==> config.mk <==
export PLATFORM = sky130hd
export DESIGN_NAME = oar_remap
export DESIGN_NICKNAME = d
export VERILOG_FILES = /design/src/oar_pkg.sv /design/src/oar_remap.sv /design/src/oar_span_check.sv
export VERILOG_INCLUDE_DIRS = /design/src
export SDC_FILE = /design/constraint.sdc
export NUM_CORES = 1
export LEC_CHECK = 0
export BUFFER_PORTS_ARGS = -buffer_cell sky130_fd_sc_hd__buf_4
export CAP_MARGIN = 20
export CELL_PAD_IN_SITES_DETAIL_PLACEMENT = 1
export CELL_PAD_IN_SITES_GLOBAL_PLACEMENT = 2
export CORE_MARGIN = 3
export CORE_UTILIZATION = 40
export DETAILED_ROUTE_END_ITERATION = 12
export PLACE_DENSITY_LB_ADDON = 0.1
export SLEW_MARGIN = 20
export SYNTH_ARGS = -nofsm -noshare
export SYNTH_HDL_FRONTEND = slang
export SYNTH_SLANG_ARGS = --single-unit
==> constraint.sdc <==
create_clock -name i_clk -period 9.5 [get_ports i_clk]
set_input_delay 0.95 -clock i_clk [delete_from_list [all_inputs] [get_ports i_clk]]
set_output_delay 0.95 -clock i_clk [all_outputs]
set_load 0.01 [all_outputs]
==> src/oar_defines.svh <==
/*
 * register offsets, field positions and reset values of the opaque and
 * remap window registers.
 * assumes an 8-bit word-aligned register address from the owning block.
 */
`ifndef OAR_DEFINES_SVH
`define OAR_DEFINES_SVH

`define OAR_REG_AW        8
`define OAR_OFS_OPQ_CTRL  8'h58
`define OAR_OFS_OPQ_LOW   8'h5c
`define OAR_OFS_OPQ_BHI   8'h60
`define OAR_OFS_OPQ_LHI   8'h64
`define OAR_OFS_RMP_CTRL  8'h68
`define OAR_OFS_PRI_BHI   8'h6c
`define OAR_OFS_SEC_BLO   8'h70
`define OAR_OFS_SEC_BHI   8'h74
`define OAR_OFS_SEC_LLO   8'h78
`define OAR_OFS_SEC_LHI   8'h7c
`define OAR_OFS_STATUS    8'hf0

`define OAR_OPQ_EN_BIT    5
`define OAR_RMP_EN_BIT    3
`define OAR_LO_MSB        31
`define OAR_LO_LSB        20
`define OAR_LB_MSB        15
`define OAR_LB_LSB        4
`define OAR_LL64_MSB      19
`define OAR_LL64_LSB      16
`define OAR_LB64_MSB      3
`define OAR_LB64_LSB      0
`define OAR_ADDR64_CODE   4'h1

`define OAR_RST_WORD      32'h0000_0000
`define OAR_RST_FIELD     12'h000
`define OAR_RST_BIT       1'b0
`define OAR_RST_CNT       16'h0000

`endif

==> src/oar_pkg.sv <==
/*
 * types and shared helpers of the opaque and remap decoder.
 * assumes oar_defines.svh sits in the include path.
 */
package oar_pkg;

    typedef logic [63:0] oar_addr_t;

    typedef struct packed {
        logic      valid;
        logic      is_mem;
        logic      from_primary;
        oar_addr_t addr;
    } oar_req_s;

    typedef struct packed {
        logic      valid;
        logic      refuse_ur;
        logic      refuse_ma;
        logic      remapped;
        oar_addr_t addr;
    } oar_rsp_s;

    // base: low bits taken as zeros
    function automatic oar_addr_t oar_base64(input logic [31:0] hi, input logic [11:0] lo);
        oar_base64 = {hi, lo, 20'h00000};
    endfunction

    // limit: low bits taken as ones
    function automatic oar_addr_t oar_limit64(input logic [31:0] hi, input logic [11:0] lo);
        oar_limit64 = {hi, lo, 20'hfffff};
    endfunction

    function automatic logic [15:0] oar_sat_inc(input logic [15:0] v);
        oar_sat_inc = (v == 16'hffff) ? v : v + 16'h0001;
    endfunction

endpackage

==> src/oar_remap.sv <==
/*
 * opaque memory window and non-transparent remap window registers with
 * the request decoder that uses them.
 * assumes a register master on the same clock (one-cycle strobes, read data
 * the cycle after) and a request source on the same clock.
 */
`timescale 1ns/1ps
`default_nettype none
`include "oar_defines.svh"

module oar_remap
    import oar_pkg::*;
(
    // clock and reset
    input  wire logic                   i_clk,
    input  wire logic                   i_resetn,
    // register port
    input  wire logic [`OAR_REG_AW-1:0] i_addr,
    input  wire logic [31:0]            i_wr_data,
    input  wire logic                   i_wr,
    input  wire logic                   i_rd,
    output logic      [31:0]            o_rd_data,
    // decode request and answer
    input  wire oar_req_s               i_req,
    output var  oar_rsp_s               o_rsp,
    // window enables for the rest of the bridge
    output logic                        o_opaque_range_enable,
    output logic                        o_remap_enable
);

    // register fields
    logic [31:0] opaque_base_high_field_reg;
    logic [31:0] opaque_limit_high_field_reg;
    logic [11:0] opaque_base_low_field_reg;
    logic [11:0] opaque_limit_low_field_reg;
    logic        opaque_range_enable_reg;
    logic        remap_enable_reg;
    logic [11:0] pri_base_low_reg;
    logic [31:0] pri_base_high_reg;
    logic [11:0] sec_base_low_reg;
    logic [31:0] sec_base_high_reg;
    logic [11:0] sec_limit_low_reg;
    logic [31:0] sec_limit_high_reg;

    // hit counters and read-back
    logic [15:0] opq_cnt_reg;
    logic [15:0] rmp_cnt_reg;
    logic        status_clear;
    logic [31:0] rd_mux;
    oar_rsp_s    rsp_next;

    // window boundaries and decode
    oar_addr_t   opq_base;
    oar_addr_t   opq_limit;
    oar_addr_t   pri_base;
    oar_addr_t   sec_base;
    oar_addr_t   sec_limit;
    oar_addr_t   rmp_limit;
    oar_addr_t   req_offset;

    // hit flags
    logic        opq_in_span;
    logic        rmp_in_span;
    logic        rmp_span_ok;
    logic        opq_hit;
    logic        rmp_hit;

    // write strobe aimed at one register offset
    function automatic logic wr_at(input logic [`OAR_REG_AW-1:0] ofs);
        wr_at = i_wr && (i_addr == ofs);
    endfunction

    // opaque upper halves
    always_ff @(posedge i_clk) begin
        if (!i_resetn) begin
            opaque_base_high_field_reg <= `OAR_RST_WORD;
        end else if (wr_at(`OAR_OFS_OPQ_BHI)) begin
            opaque_base_high_field_reg <= i_wr_data;
        end
    end

    always_ff @(posedge i_clk) begin
        if (!i_resetn) begin
            opaque_limit_high_field_reg <= `OAR_RST_WORD;
        end else if (wr_at(`OAR_OFS_OPQ_LHI)) begin
            opaque_limit_high_field_reg <= i_wr_data;
        end
    end

    // opaque lower base and limit
    always_ff @(posedge i_clk) begin
        if (!i_resetn) begin
            opaque_base_low_field_reg <= `OAR_RST_FIELD;
        end else if (wr_at(`OAR_OFS_OPQ_LOW)) begin
            opaque_base_low_field_reg <= i_wr_data[`OAR_LB_MSB:`OAR_LB_LSB];
        end
    end

    always_ff @(posedge i_clk) begin
        if (!i_resetn) begin
            opaque_limit_low_field_reg <= `OAR_RST_FIELD;
        end else if (wr_at(`OAR_OFS_OPQ_LOW)) begin
            opaque_limit_low_field_reg <= i_wr_data[`OAR_LO_MSB:`OAR_LO_LSB];
        end
    end

    // opaque enable
    always_ff @(posedge i_clk) begin
        if (!i_resetn) begin
            opaque_range_enable_reg <= `OAR_RST_BIT;
        end else if (wr_at(`OAR_OFS_OPQ_CTRL)) begin
            opaque_range_enable_reg <= i_wr_data[`OAR_OPQ_EN_BIT];
        end
    end

    // remap control and primary base low
    always_ff @(posedge i_clk) begin
        if (!i_resetn) begin
            remap_enable_reg <= `OAR_RST_BIT;
        end else if (wr_at(`OAR_OFS_RMP_CTRL)) begin
            remap_enable_reg <= i_wr_data[`OAR_RMP_EN_BIT];
        end
    end

    always_ff @(posedge i_clk) begin
        if (!i_resetn) begin
            pri_base_low_reg <= `OAR_RST_FIELD;
        end else if (wr_at(`OAR_OFS_RMP_CTRL)) begin
            pri_base_low_reg <= i_wr_data[`OAR_LO_MSB:`OAR_LO_LSB];
        end
    end

    // primary base high
    always_ff @(posedge i_clk) begin
        if (!i_resetn) begin
            pri_base_high_reg <= `OAR_RST_WORD;
        end else if (wr_at(`OAR_OFS_PRI_BHI)) begin
            pri_base_high_reg <= i_wr_data;
        end
    end

    // secondary base
    always_ff @(posedge i_clk) begin
        if (!i_resetn) begin
            sec_base_low_reg <= `OAR_RST_FIELD;
        end else if (wr_at(`OAR_OFS_SEC_BLO)) begin
            sec_base_low_reg <= i_wr_data[`OAR_LO_MSB:`OAR_LO_LSB];
        end
    end

    always_ff @(posedge i_clk) begin
        if (!i_resetn) begin
            sec_base_high_reg <= `OAR_RST_WORD;
        end else if (wr_at(`OAR_OFS_SEC_BHI)) begin
            sec_base_high_reg <= i_wr_data;
        end
    end

    // secondary limit
    always_ff @(posedge i_clk) begin
        if (!i_resetn) begin
            sec_limit_low_reg <= `OAR_RST_FIELD;
        end else if (wr_at(`OAR_OFS_SEC_LLO)) begin
            sec_limit_low_reg <= i_wr_data[`OAR_LO_MSB:`OAR_LO_LSB];
        end
    end

    always_ff @(posedge i_clk) begin
        if (!i_resetn) begin
            sec_limit_high_reg <= `OAR_RST_WORD;
        end else if (wr_at(`OAR_OFS_SEC_LHI)) begin
            sec_limit_high_reg <= i_wr_data;
        end
    end

    // read-back, reserved bits zero, unmapped offsets zero
    always_comb begin
        rd_mux = 32'h0000_0000;
        case (i_addr)
            `OAR_OFS_OPQ_CTRL: begin
                rd_mux[`OAR_OPQ_EN_BIT] = opaque_range_enable_reg;
            end
            `OAR_OFS_OPQ_LOW: begin
                rd_mux[`OAR_LO_MSB:`OAR_LO_LSB]     = opaque_limit_low_field_reg;
                rd_mux[`OAR_LL64_MSB:`OAR_LL64_LSB] = `OAR_ADDR64_CODE;
                rd_mux[`OAR_LB_MSB:`OAR_LB_LSB]     = opaque_base_low_field_reg;
                rd_mux[`OAR_LB64_MSB:`OAR_LB64_LSB] = `OAR_ADDR64_CODE;
            end
            `OAR_OFS_OPQ_BHI: begin
                rd_mux = opaque_base_high_field_reg;
            end
            `OAR_OFS_OPQ_LHI: begin
                rd_mux = opaque_limit_high_field_reg;
            end
            `OAR_OFS_RMP_CTRL: begin
                rd_mux[`OAR_LO_MSB:`OAR_LO_LSB] = pri_base_low_reg;
                rd_mux[`OAR_RMP_EN_BIT]         = remap_enable_reg;
            end
            `OAR_OFS_PRI_BHI: begin
                rd_mux = pri_base_high_reg;
            end
            `OAR_OFS_SEC_BLO: begin
                rd_mux[`OAR_LO_MSB:`OAR_LO_LSB] = sec_base_low_reg;
            end
            `OAR_OFS_SEC_BHI: begin
                rd_mux = sec_base_high_reg;
            end
            `OAR_OFS_SEC_LLO: begin
                rd_mux[`OAR_LO_MSB:`OAR_LO_LSB] = sec_limit_low_reg;
            end
            `OAR_OFS_SEC_LHI: begin
                rd_mux = sec_limit_high_reg;
            end
            `OAR_OFS_STATUS: begin
                rd_mux = {rmp_cnt_reg, opq_cnt_reg};
            end
            default: begin
                rd_mux = 32'h0000_0000;
            end
        endcase
    end

    // read data stand only in the cycle after the strobe
    always_ff @(posedge i_clk) begin
        if (!i_resetn) begin
            o_rd_data <= `OAR_RST_WORD;
        end else if (i_rd) begin
            o_rd_data <= rd_mux;
        end else begin
            o_rd_data <= `OAR_RST_WORD;
        end
    end

    // window boundaries
    always_comb begin
        opq_base    = oar_base64(opaque_base_high_field_reg, opaque_base_low_field_reg);
        opq_limit   = oar_limit64(opaque_limit_high_field_reg, opaque_limit_low_field_reg);
        pri_base    = oar_base64(pri_base_high_reg, pri_base_low_reg);
        sec_base    = oar_base64(sec_base_high_reg, sec_base_low_reg);
        sec_limit   = oar_limit64(sec_limit_high_reg, sec_limit_low_reg);
        // an inverted secondary span switches remap hits off
        rmp_span_ok = (sec_limit >= sec_base);
        // primary window is as wide as the secondary one; one that runs
        // past the top of the space wraps below pri_base and never hits
        rmp_limit   = pri_base + (sec_limit - sec_base);
        req_offset  = i_req.addr - pri_base;
    end

    // comparators for the opaque window and the primary remap window
    oar_span_check u_opq_span (
        .i_base  (opq_base),
        .i_limit (opq_limit),
        .i_addr  (i_req.addr),
        .o_hit   (opq_in_span)
    );

    oar_span_check u_rmp_span (
        .i_base  (pri_base),
        .i_limit (rmp_limit),
        .i_addr  (i_req.addr),
        .o_hit   (rmp_in_span)
    );

    // opaque takes priority over remap
    always_comb begin
        opq_hit = i_req.valid && i_req.is_mem && opaque_range_enable_reg && opq_in_span;
        rmp_hit = i_req.valid && !opq_hit && remap_enable_reg && rmp_span_ok && rmp_in_span;
    end

    always_comb begin
        // idle answers stay all zero so no stale address leaks downstream
        rsp_next           = '0;
        if (i_req.valid) begin
            rsp_next.valid = 1'b1;
            rsp_next.addr  = i_req.addr;
        end
        if (opq_hit) begin
            rsp_next.refuse_ur = i_req.from_primary;
            rsp_next.refuse_ma = !i_req.from_primary;
        end else if (rmp_hit) begin
            rsp_next.remapped = 1'b1;
            rsp_next.addr     = sec_base + req_offset;
        end
    end

    always_ff @(posedge i_clk) begin
        if (!i_resetn) begin
            o_rsp <= '0;
        end else begin
            o_rsp <= rsp_next;
        end
    end

    // hit counters; a hit in the clearing cycle is kept (the set wins)
    always_comb begin
        status_clear = wr_at(`OAR_OFS_STATUS);
    end

    always_ff @(posedge i_clk) begin
        if (!i_resetn) begin
            opq_cnt_reg <= `OAR_RST_CNT;
        end else if (status_clear && opq_hit) begin
            opq_cnt_reg <= oar_sat_inc(`OAR_RST_CNT);
        end else if (status_clear) begin
            opq_cnt_reg <= `OAR_RST_CNT;
        end else if (opq_hit) begin
            opq_cnt_reg <= oar_sat_inc(opq_cnt_reg);
        end
    end

    always_ff @(posedge i_clk) begin
        if (!i_resetn) begin
            rmp_cnt_reg <= `OAR_RST_CNT;
        end else if (status_clear && rmp_hit) begin
            rmp_cnt_reg <= oar_sat_inc(`OAR_RST_CNT);
        end else if (status_clear) begin
            rmp_cnt_reg <= `OAR_RST_CNT;
        end else if (rmp_hit) begin
            rmp_cnt_reg <= oar_sat_inc(rmp_cnt_reg);
        end
    end

    // enables mirrored for the rest of the bridge, one cycle behind
    always_ff @(posedge i_clk) begin
        if (!i_resetn) begin
            o_opaque_range_enable <= `OAR_RST_BIT;
        end else begin
            o_opaque_range_enable <= opaque_range_enable_reg;
        end
    end

    always_ff @(posedge i_clk) begin
        if (!i_resetn) begin
            o_remap_enable <= `OAR_RST_BIT;
        end else begin
            o_remap_enable <= remap_enable_reg;
        end
    end

endmodule

`default_nettype wire

==> src/oar_span_check.sv <==
/*
 * inclusive base-to-limit window comparator.
 * assumes base and limit are already widened to 64 bits.
 */
`timescale 1ns/1ps
`default_nettype none

module oar_span_check
    import oar_pkg::*;
(
    // window
    input  wire oar_addr_t i_base,
    input  wire oar_addr_t i_limit,
    // probe
    input  wire oar_addr_t i_addr,
    output logic           o_hit
);

    always_comb begin
        o_hit = (i_addr >= i_base) && (i_addr <= i_limit);
    end

endmodule

`default_nettype wire

After elaboration in Yosys (flattened, before gate mapping)
Index checks and enable logic that the tools add are counted.
{"block": "word_totals", "in_bits": 111, "output_inout_bits": 102, "regBits": 356, "wordCells": 106}
{"block": "op_classes", "order_cmp": 5, "add_sub_neg": 6, "n_bitwise": 3, "n_reduce_logical": 35, "n_eq_ne": 15, "mux": 18}
{"operator": ">= comparator 64 bit", "n": 3}
{"operator": "adder 64 bit", "n": 2}
{"operator": "less-or-equal comparator 64 bit", "n": 2}
{"operator": "two-way mux 64 bit", "n": 2}
{"operator": "subtractor 64 bit", "n": 2}
{"operator": "one-hot mux 12 bit (10 select lines)", "n": 1}
{"operator": "one-hot mux 14 bit (7 select lines)", "n": 1}
{"operator": "equality test 8 x 7 -> 1 bit, second input constant", "n": 10}
{"operator": "two-way mux 65 bit", "n": 1}
{"operator": "adder 16 x 1 -> 16 bit, second input constant", "n": 2}
{"operator": "equality test 16 bit, second input constant", "n": 2}
{"operator": "logical AND 1 bit", "n": 22}
{"operator": "one-hot mux 3 bit (7 select lines)", "n": 1}
{"operator": "one-hot mux 1 bit (7 select lines)", "n": 2}
{"operator": "AND reduction 2 bit", "n": 6}
{"operator": "two-way mux 1 bit", "n": 9}
{"operator": "equality test 8 bit, second input constant", "n": 1}
{"operator": "one-hot mux 1 bit (8 select lines)", "n": 1}
{"operator": "inequality test 3 bit, second input constant", "n": 2}
{"operator": "nonzero test 3 bit", "n": 2}
{"operator": "OR reduction 3 bit", "n": 2}
{"operator": "inverter 1 bit", "n": 3}
{"operator": "zero test 1 bit", "n": 2}
{"operator": "OR reduction 2 bit", "n": 1}

Longest topological paths before layout
{"block": "depth", "ltp_word": 11, "depth_mapped": 30, "ltp_nobuf": 28}

Modules after synthesis
Synthesis repeated with hierarchy kept, for this count alone.
{"block": "hier_totals", "hier_cells": 3819, "hier_area_um2": 29460.8}
{"mod": "oar_remap", "seq_area_each_um2": 7126.8, "n_inst": 1, "cells_per_inst": 2917, "area_each_um2": 23124.7}
{"mod": "oar_span_check", "seq_area_each_um2": 0.0, "n_inst": 2, "cells_per_inst": 451, "area_each_um2": 3168.0}

Worst setup path before layout
Ideal clock, no wire load.
{"block": "synth_timing", "kind": "register to register", "startpoint": "reg sec_base_low_reg[1]", "endpoint": "reg o_rsp[15] in the netlist's numbering", "path_buffers": 2, "setup_time_ns": 0.117, "required_ns": 9.383, "t_arrival_ns": 6.107, "stages_incl_launch_ff": 29, "path_slack_ns": 3.276, "synth_period_minus_slack_ns": 6.224, "cell_sequence": "dfxtp_1 > inv_1 > fa_1 > ha_1 > ha_1 > fa_1 > a211oi_1 > o211ai_1 > a311oi_1 > o21ai_0 > a311oi_1 > nor3b_1 > o31ai_1 > nand2_1 > a21oi_1 > xor2_1 > ha_1 > nand4_1 > nor4_2 > nand2_1 > or4_1 > and3_1 > o2111ai_2 > or3_4 > or2_4 > inv_2 > buf_6 > buf_6 > a22o_1"}
{"block": "synth_via", "elab_chain_len": 7, "elab_cells_between_ends": 9, "classes_between": "add/sub (2); order compare (2); mux (2); reduce/logical (3)"}
{"item": "start: declaration", "line": "oar_remap.sv:40", "source": "logic [11:0] sec_base_low_reg;"}
{"item": "start signal: assignment", "line": "oar_remap.sv:145", "source": "sec_base_low_reg <= `OAR_RST_FIELD;"}
{"item": "start signal: assignment", "line": "oar_remap.sv:147", "source": "sec_base_low_reg <= i_wr_data[`OAR_LO_MSB:`OAR_LO_LSB];"}
{"item": "subtractor 64 bit", "line": "oar_remap.sv:245", "source": "rmp_limit = pri_base + (sec_limit - sec_base);"}
{"item": "adder 64 bit", "line": "oar_remap.sv:245"}
{"item": "less-or-equal comparator 64 bit", "line": "oar_span_check.sv:20", "source": "o_hit = (i_addr >= i_base) && (i_addr <= i_limit);"}
{"item": "logical AND 1 bit", "line": "oar_span_check.sv:20"}
{"item": "logical AND 1 bit (*)", "line": "oar_remap.sv:267", "source": "rmp_hit = i_req.valid && !opq_hit && remap_enable_reg && rmp_span_ok && rmp_in_span;"}
{"item": "two-way mux 65 bit (*)", "line": "oar_remap.sv:280", "source": "end else if (rmp_hit) begin"}
{"item": "two-way mux 64 bit (*)", "line": "oar_remap.sv:277", "source": "if (opq_hit) begin"}
{"item": "end signal: assignment", "line": "oar_remap.sv:290", "source": "o_rsp <= rsp_next;"}
{"item": "end: declaration", "line": "oar_remap.sv:25", "source": "output var oar_rsp_s o_rsp,"}
Every way passes the cells marked *; elsewhere a longest branch is shown, timed or not.
A chain may end at the register's enable or synchronous reset.

Final worst setup path
{"block": "layout_timing", "startpoint": "reg sec_base_high_reg[6]", "endpoint": "reg o_rsp[61] in the netlist's numbering"}
{"block": "layout_via", "elab_chain_len": 7, "elab_cells_between_ends": 10, "classes_between": "add/sub (3); order compare (2); mux (2); reduce/logical (3)"}
{"item": "start: declaration", "line": "oar_remap.sv:41", "source": "logic [31:0] sec_base_high_reg;"}
{"item": "start signal: assignment", "line": "oar_remap.sv:153", "source": "sec_base_high_reg <= `OAR_RST_WORD;"}
{"item": "start signal: assignment", "line": "oar_remap.sv:155", "source": "sec_base_high_reg <= i_wr_data;"}
{"item": "subtractor 64 bit", "line": "oar_remap.sv:245"}
{"item": "adder 64 bit", "line": "oar_remap.sv:245"}
{"item": "less-or-equal comparator 64 bit", "line": "oar_span_check.sv:20"}
{"item": "logical AND 1 bit", "line": "oar_span_check.sv:20"}
{"item": "logical AND 1 bit", "line": "oar_remap.sv:267"}
{"item": "two-way mux 65 bit (*)", "line": "oar_remap.sv:280"}
{"item": "two-way mux 64 bit (*)", "line": "oar_remap.sv:277"}
Marks and branches as above.

==> run summary <==
Post-route setup TNS: 0 ns
Post-Synthesis Cells: 3,530
Largest delay share family, worst path: compound AO/OA/AOI/OAI gates
Vias in the first global route: 28,700
Fin crit share: 89.7%
Yosys reg bits: 356
Final hold violations: 0
Mean post-synth cell area: 7.90 µm²
RePlAce Congestion: 0.952
Ports: 213
Worst slew pin tran: 1.16 ns
Most flop-heavy register: o_rsp
Post-DR wirelength/cell: 27.3 µm
Finished Cell Area: 31,700 µm²
Clock tree buffer depth: 3
Commonest cells post-synth: 593 x nand2_1, 419 x a21oi_1, 392 x inv_1, 387 x ha_1, 356 x dfxtp_1
R2R Path End: o_rsp[61]
CTS Sinks: 356
PortBufs: 212
Synth top area share: 25.6%
Post-CTS Hold Buffers: 0
Hold Path Class: reg -> reg
Most frequent cell after synthesis: nand2_1
Syn nets: 4,114
Top cell by count, worst path: ha_1
Maximum VDD drop: 128 µV
GRT Total Usage: 33.8%
Crit path DAT: 9.07 ns
Status: finished clean
Die X: 270 µm
Die Area: 72,900 µm²
Yosys warning total: 0
Most used DFF post-synth: dfxtp_1
Final Max Tran Viols: 0
Worst r2r path cells: 25
GRT overflow: 0
Final setup viols: 0
H-tree depth: 2
Fin crit period: 8.52 ns
Utilization after layout: 46.1%
Drt pass-1 iters: 6
Post-CTS setup buffer count: 0
Nets@finish: 4,255
Fraction of registers with async set/reset: 0%
Slew margin rel.: 22.3%
Leading area contributor after synthesis: dfxtp_1
RSZ-0062 raised after global routing: no
Clk_lat worst skew: 0.61 ns
Worst-path clk slew: 0.06 ns
Pleak: 12.8 nW
Post-Syn Area: 27,900 µm²
Vert. Die Dim: 270 µm
DR DRC count: 0
Via count: 27,600
Buffers plus inverters on the worst setup path: 2
Max FFs per register: 68
Dpl hpwl: 98.3 mm
Max-Cap Viols: 0
Min-delay src: sec_base_high_reg[18]
Final ANT Viol Nets: 0
Worst endpoint required time: 10.05 ns
Root buffer cell: clkbuf_16
Vias per cell: 5.95
Synth top area cells: dfxtp_1 26%, ha_1 17%, nand2_1 8.0%, a21oi_1 7.5%, fa_1 6.2%
Floorplan row count: 96
CP max FO: 32
CP max-delay cell: a2111oi_0
Cells on Worst Hold Path: 2
Slowest cell delay on critical path: 1.01 ns
Share of layout cells above drive strength 1: 9.95%
Placement Cell Area: 30,300 µm²
Total core area: 68,800 µm²
Kind of critical path: reg -> reg
PostCTS Resize Cnt: 0
Worst setup SP type: register
TritonCTS clock tree: built
F_max: 117 MHz
Clk_skew: 0.0201 ns
Num CTS Buffers: 44
Detailed Route Iter0 Violations: 2,072
EDFF count, synth: 0
Largest net degree at the start of global routing: 87
Initial Util: 40.5%
Initial antenna violation count: 2
Post-synthesis sequential area ratio: 25.6%
First-pass GRT wire length: 187 mm
Total power: 0.00402 W
CP Capture Type: register
Synth unique cells: 79
Layout area overhead: 13.8%
Routed wire length: 126 mm
Reg2Reg Setup Slack: 0.98 ns
Hold Path End: sec_base_high_reg[18]
Fillers: 8,484
Pwr dens: 127 nW/µm²
FF-to-FF Start: sec_base_high_reg[6]
==> worst min-delay path: stages (launching register included) <==
cell	delay [ns]
dfxtp_1	0.32
nand2_1	0.06
a21oi_1	0.05
==> report_power, final <==
group / leakage (nW) / internal (W) / switching (W)
clock network: 0.715 / 0.000962 / 0.000753
registers: 2.88 / 0.00151 / 0.00000592
logic: 9.26 / 0.000294 / 0.000497
total: 12.8 / 0.00276 / 0.00126
==> metrics by stage <==
| stage | std cells | setup WS (ns) | hold slack [ns] |
|---|---|---|---|
| 2_1_floorplan | 3530 | 3.28 | 0.449 |
| 3_3_place_gp | 4556 | 1.46 | 0.459 |
| 3_5_place_dp | 4556 | 1.15 | 0.465 |
| 4_1_cts | 4638 | 1.09 | 0.475 |
| 5_1_grt | 4638 | 0.584 | 0.493 |
| 6_report | 4639 | 0.978 | 0.474 |
==> cells by family after synthesis <==
group                      after synthesis  share of synthesized area [%]
AOI/OAI and AO/OA                     1003                           22.8
buffers and inverters                  542                           7.58
muxes                                    4                          0.144
xor gates and xnor gates               105                           3.30
adders and majority gates              473                           23.5
and+or+nand+nor                       1047                           17.0
DFF                                    356                           25.6
==> cells in the final DEF, fill, tap and decap left out, drive strengths merged, types with 74 or more instances in the layout <==
cell type  instances
a22oi             96
nor2             127
nand2            593
ha               387
o21ai            125
a21oi            422
dfxtp            356
a21o              74
fa                86
buf              244
inv              396
==> worst max path at each step <==
stage | start | to | slack (ns) | cells after the start
floorplan | sec_base_low_reg[1] | o_rsp[15] | 3.28 | 28
global placement | sec_base_high_reg[4] | o_rsp[61] | 1.46 | 25
detailed placement | sec_base_high_reg[6] | o_rsp[61] | 1.15 | 25
CTS | sec_base_high_reg[6] | o_rsp[61] | 1.09 | 25
global route | sec_base_low_reg[1] | o_rsp[56] | 0.58 | 27
finish | sec_base_high_reg[6] | o_rsp[61] | 0.98 | 25
==> routing by layer <==
| layer | track usage (%) | wire length (µm) |
|---|---|---|
| met2 | 55.9 | 58300 |
| met5 | 0 | 0 |
| met3 | 4.41 | 7590 |
| met4 | 16.6 | 7130 |
| met1 | 43.5 | 53400 |
==> layout make-up <==
type | instances | area, µm² | area share [%]
antenna | 1 | 2.50 | 0.00788
inverter | 393 | 1480 | 4.66
tap | 931 | 1160 | 3.67
clock buffer | 66 | 1310 | 4.14
multi-input combinational | 2632 | 18700 | 58.9
sequential | 356 | 7130 | 22.4
clock inverter | 16 | 120 | 0.378
timing repair buffer | 244 | 1830 | 5.77
Power figures use the tool's default switching activity.
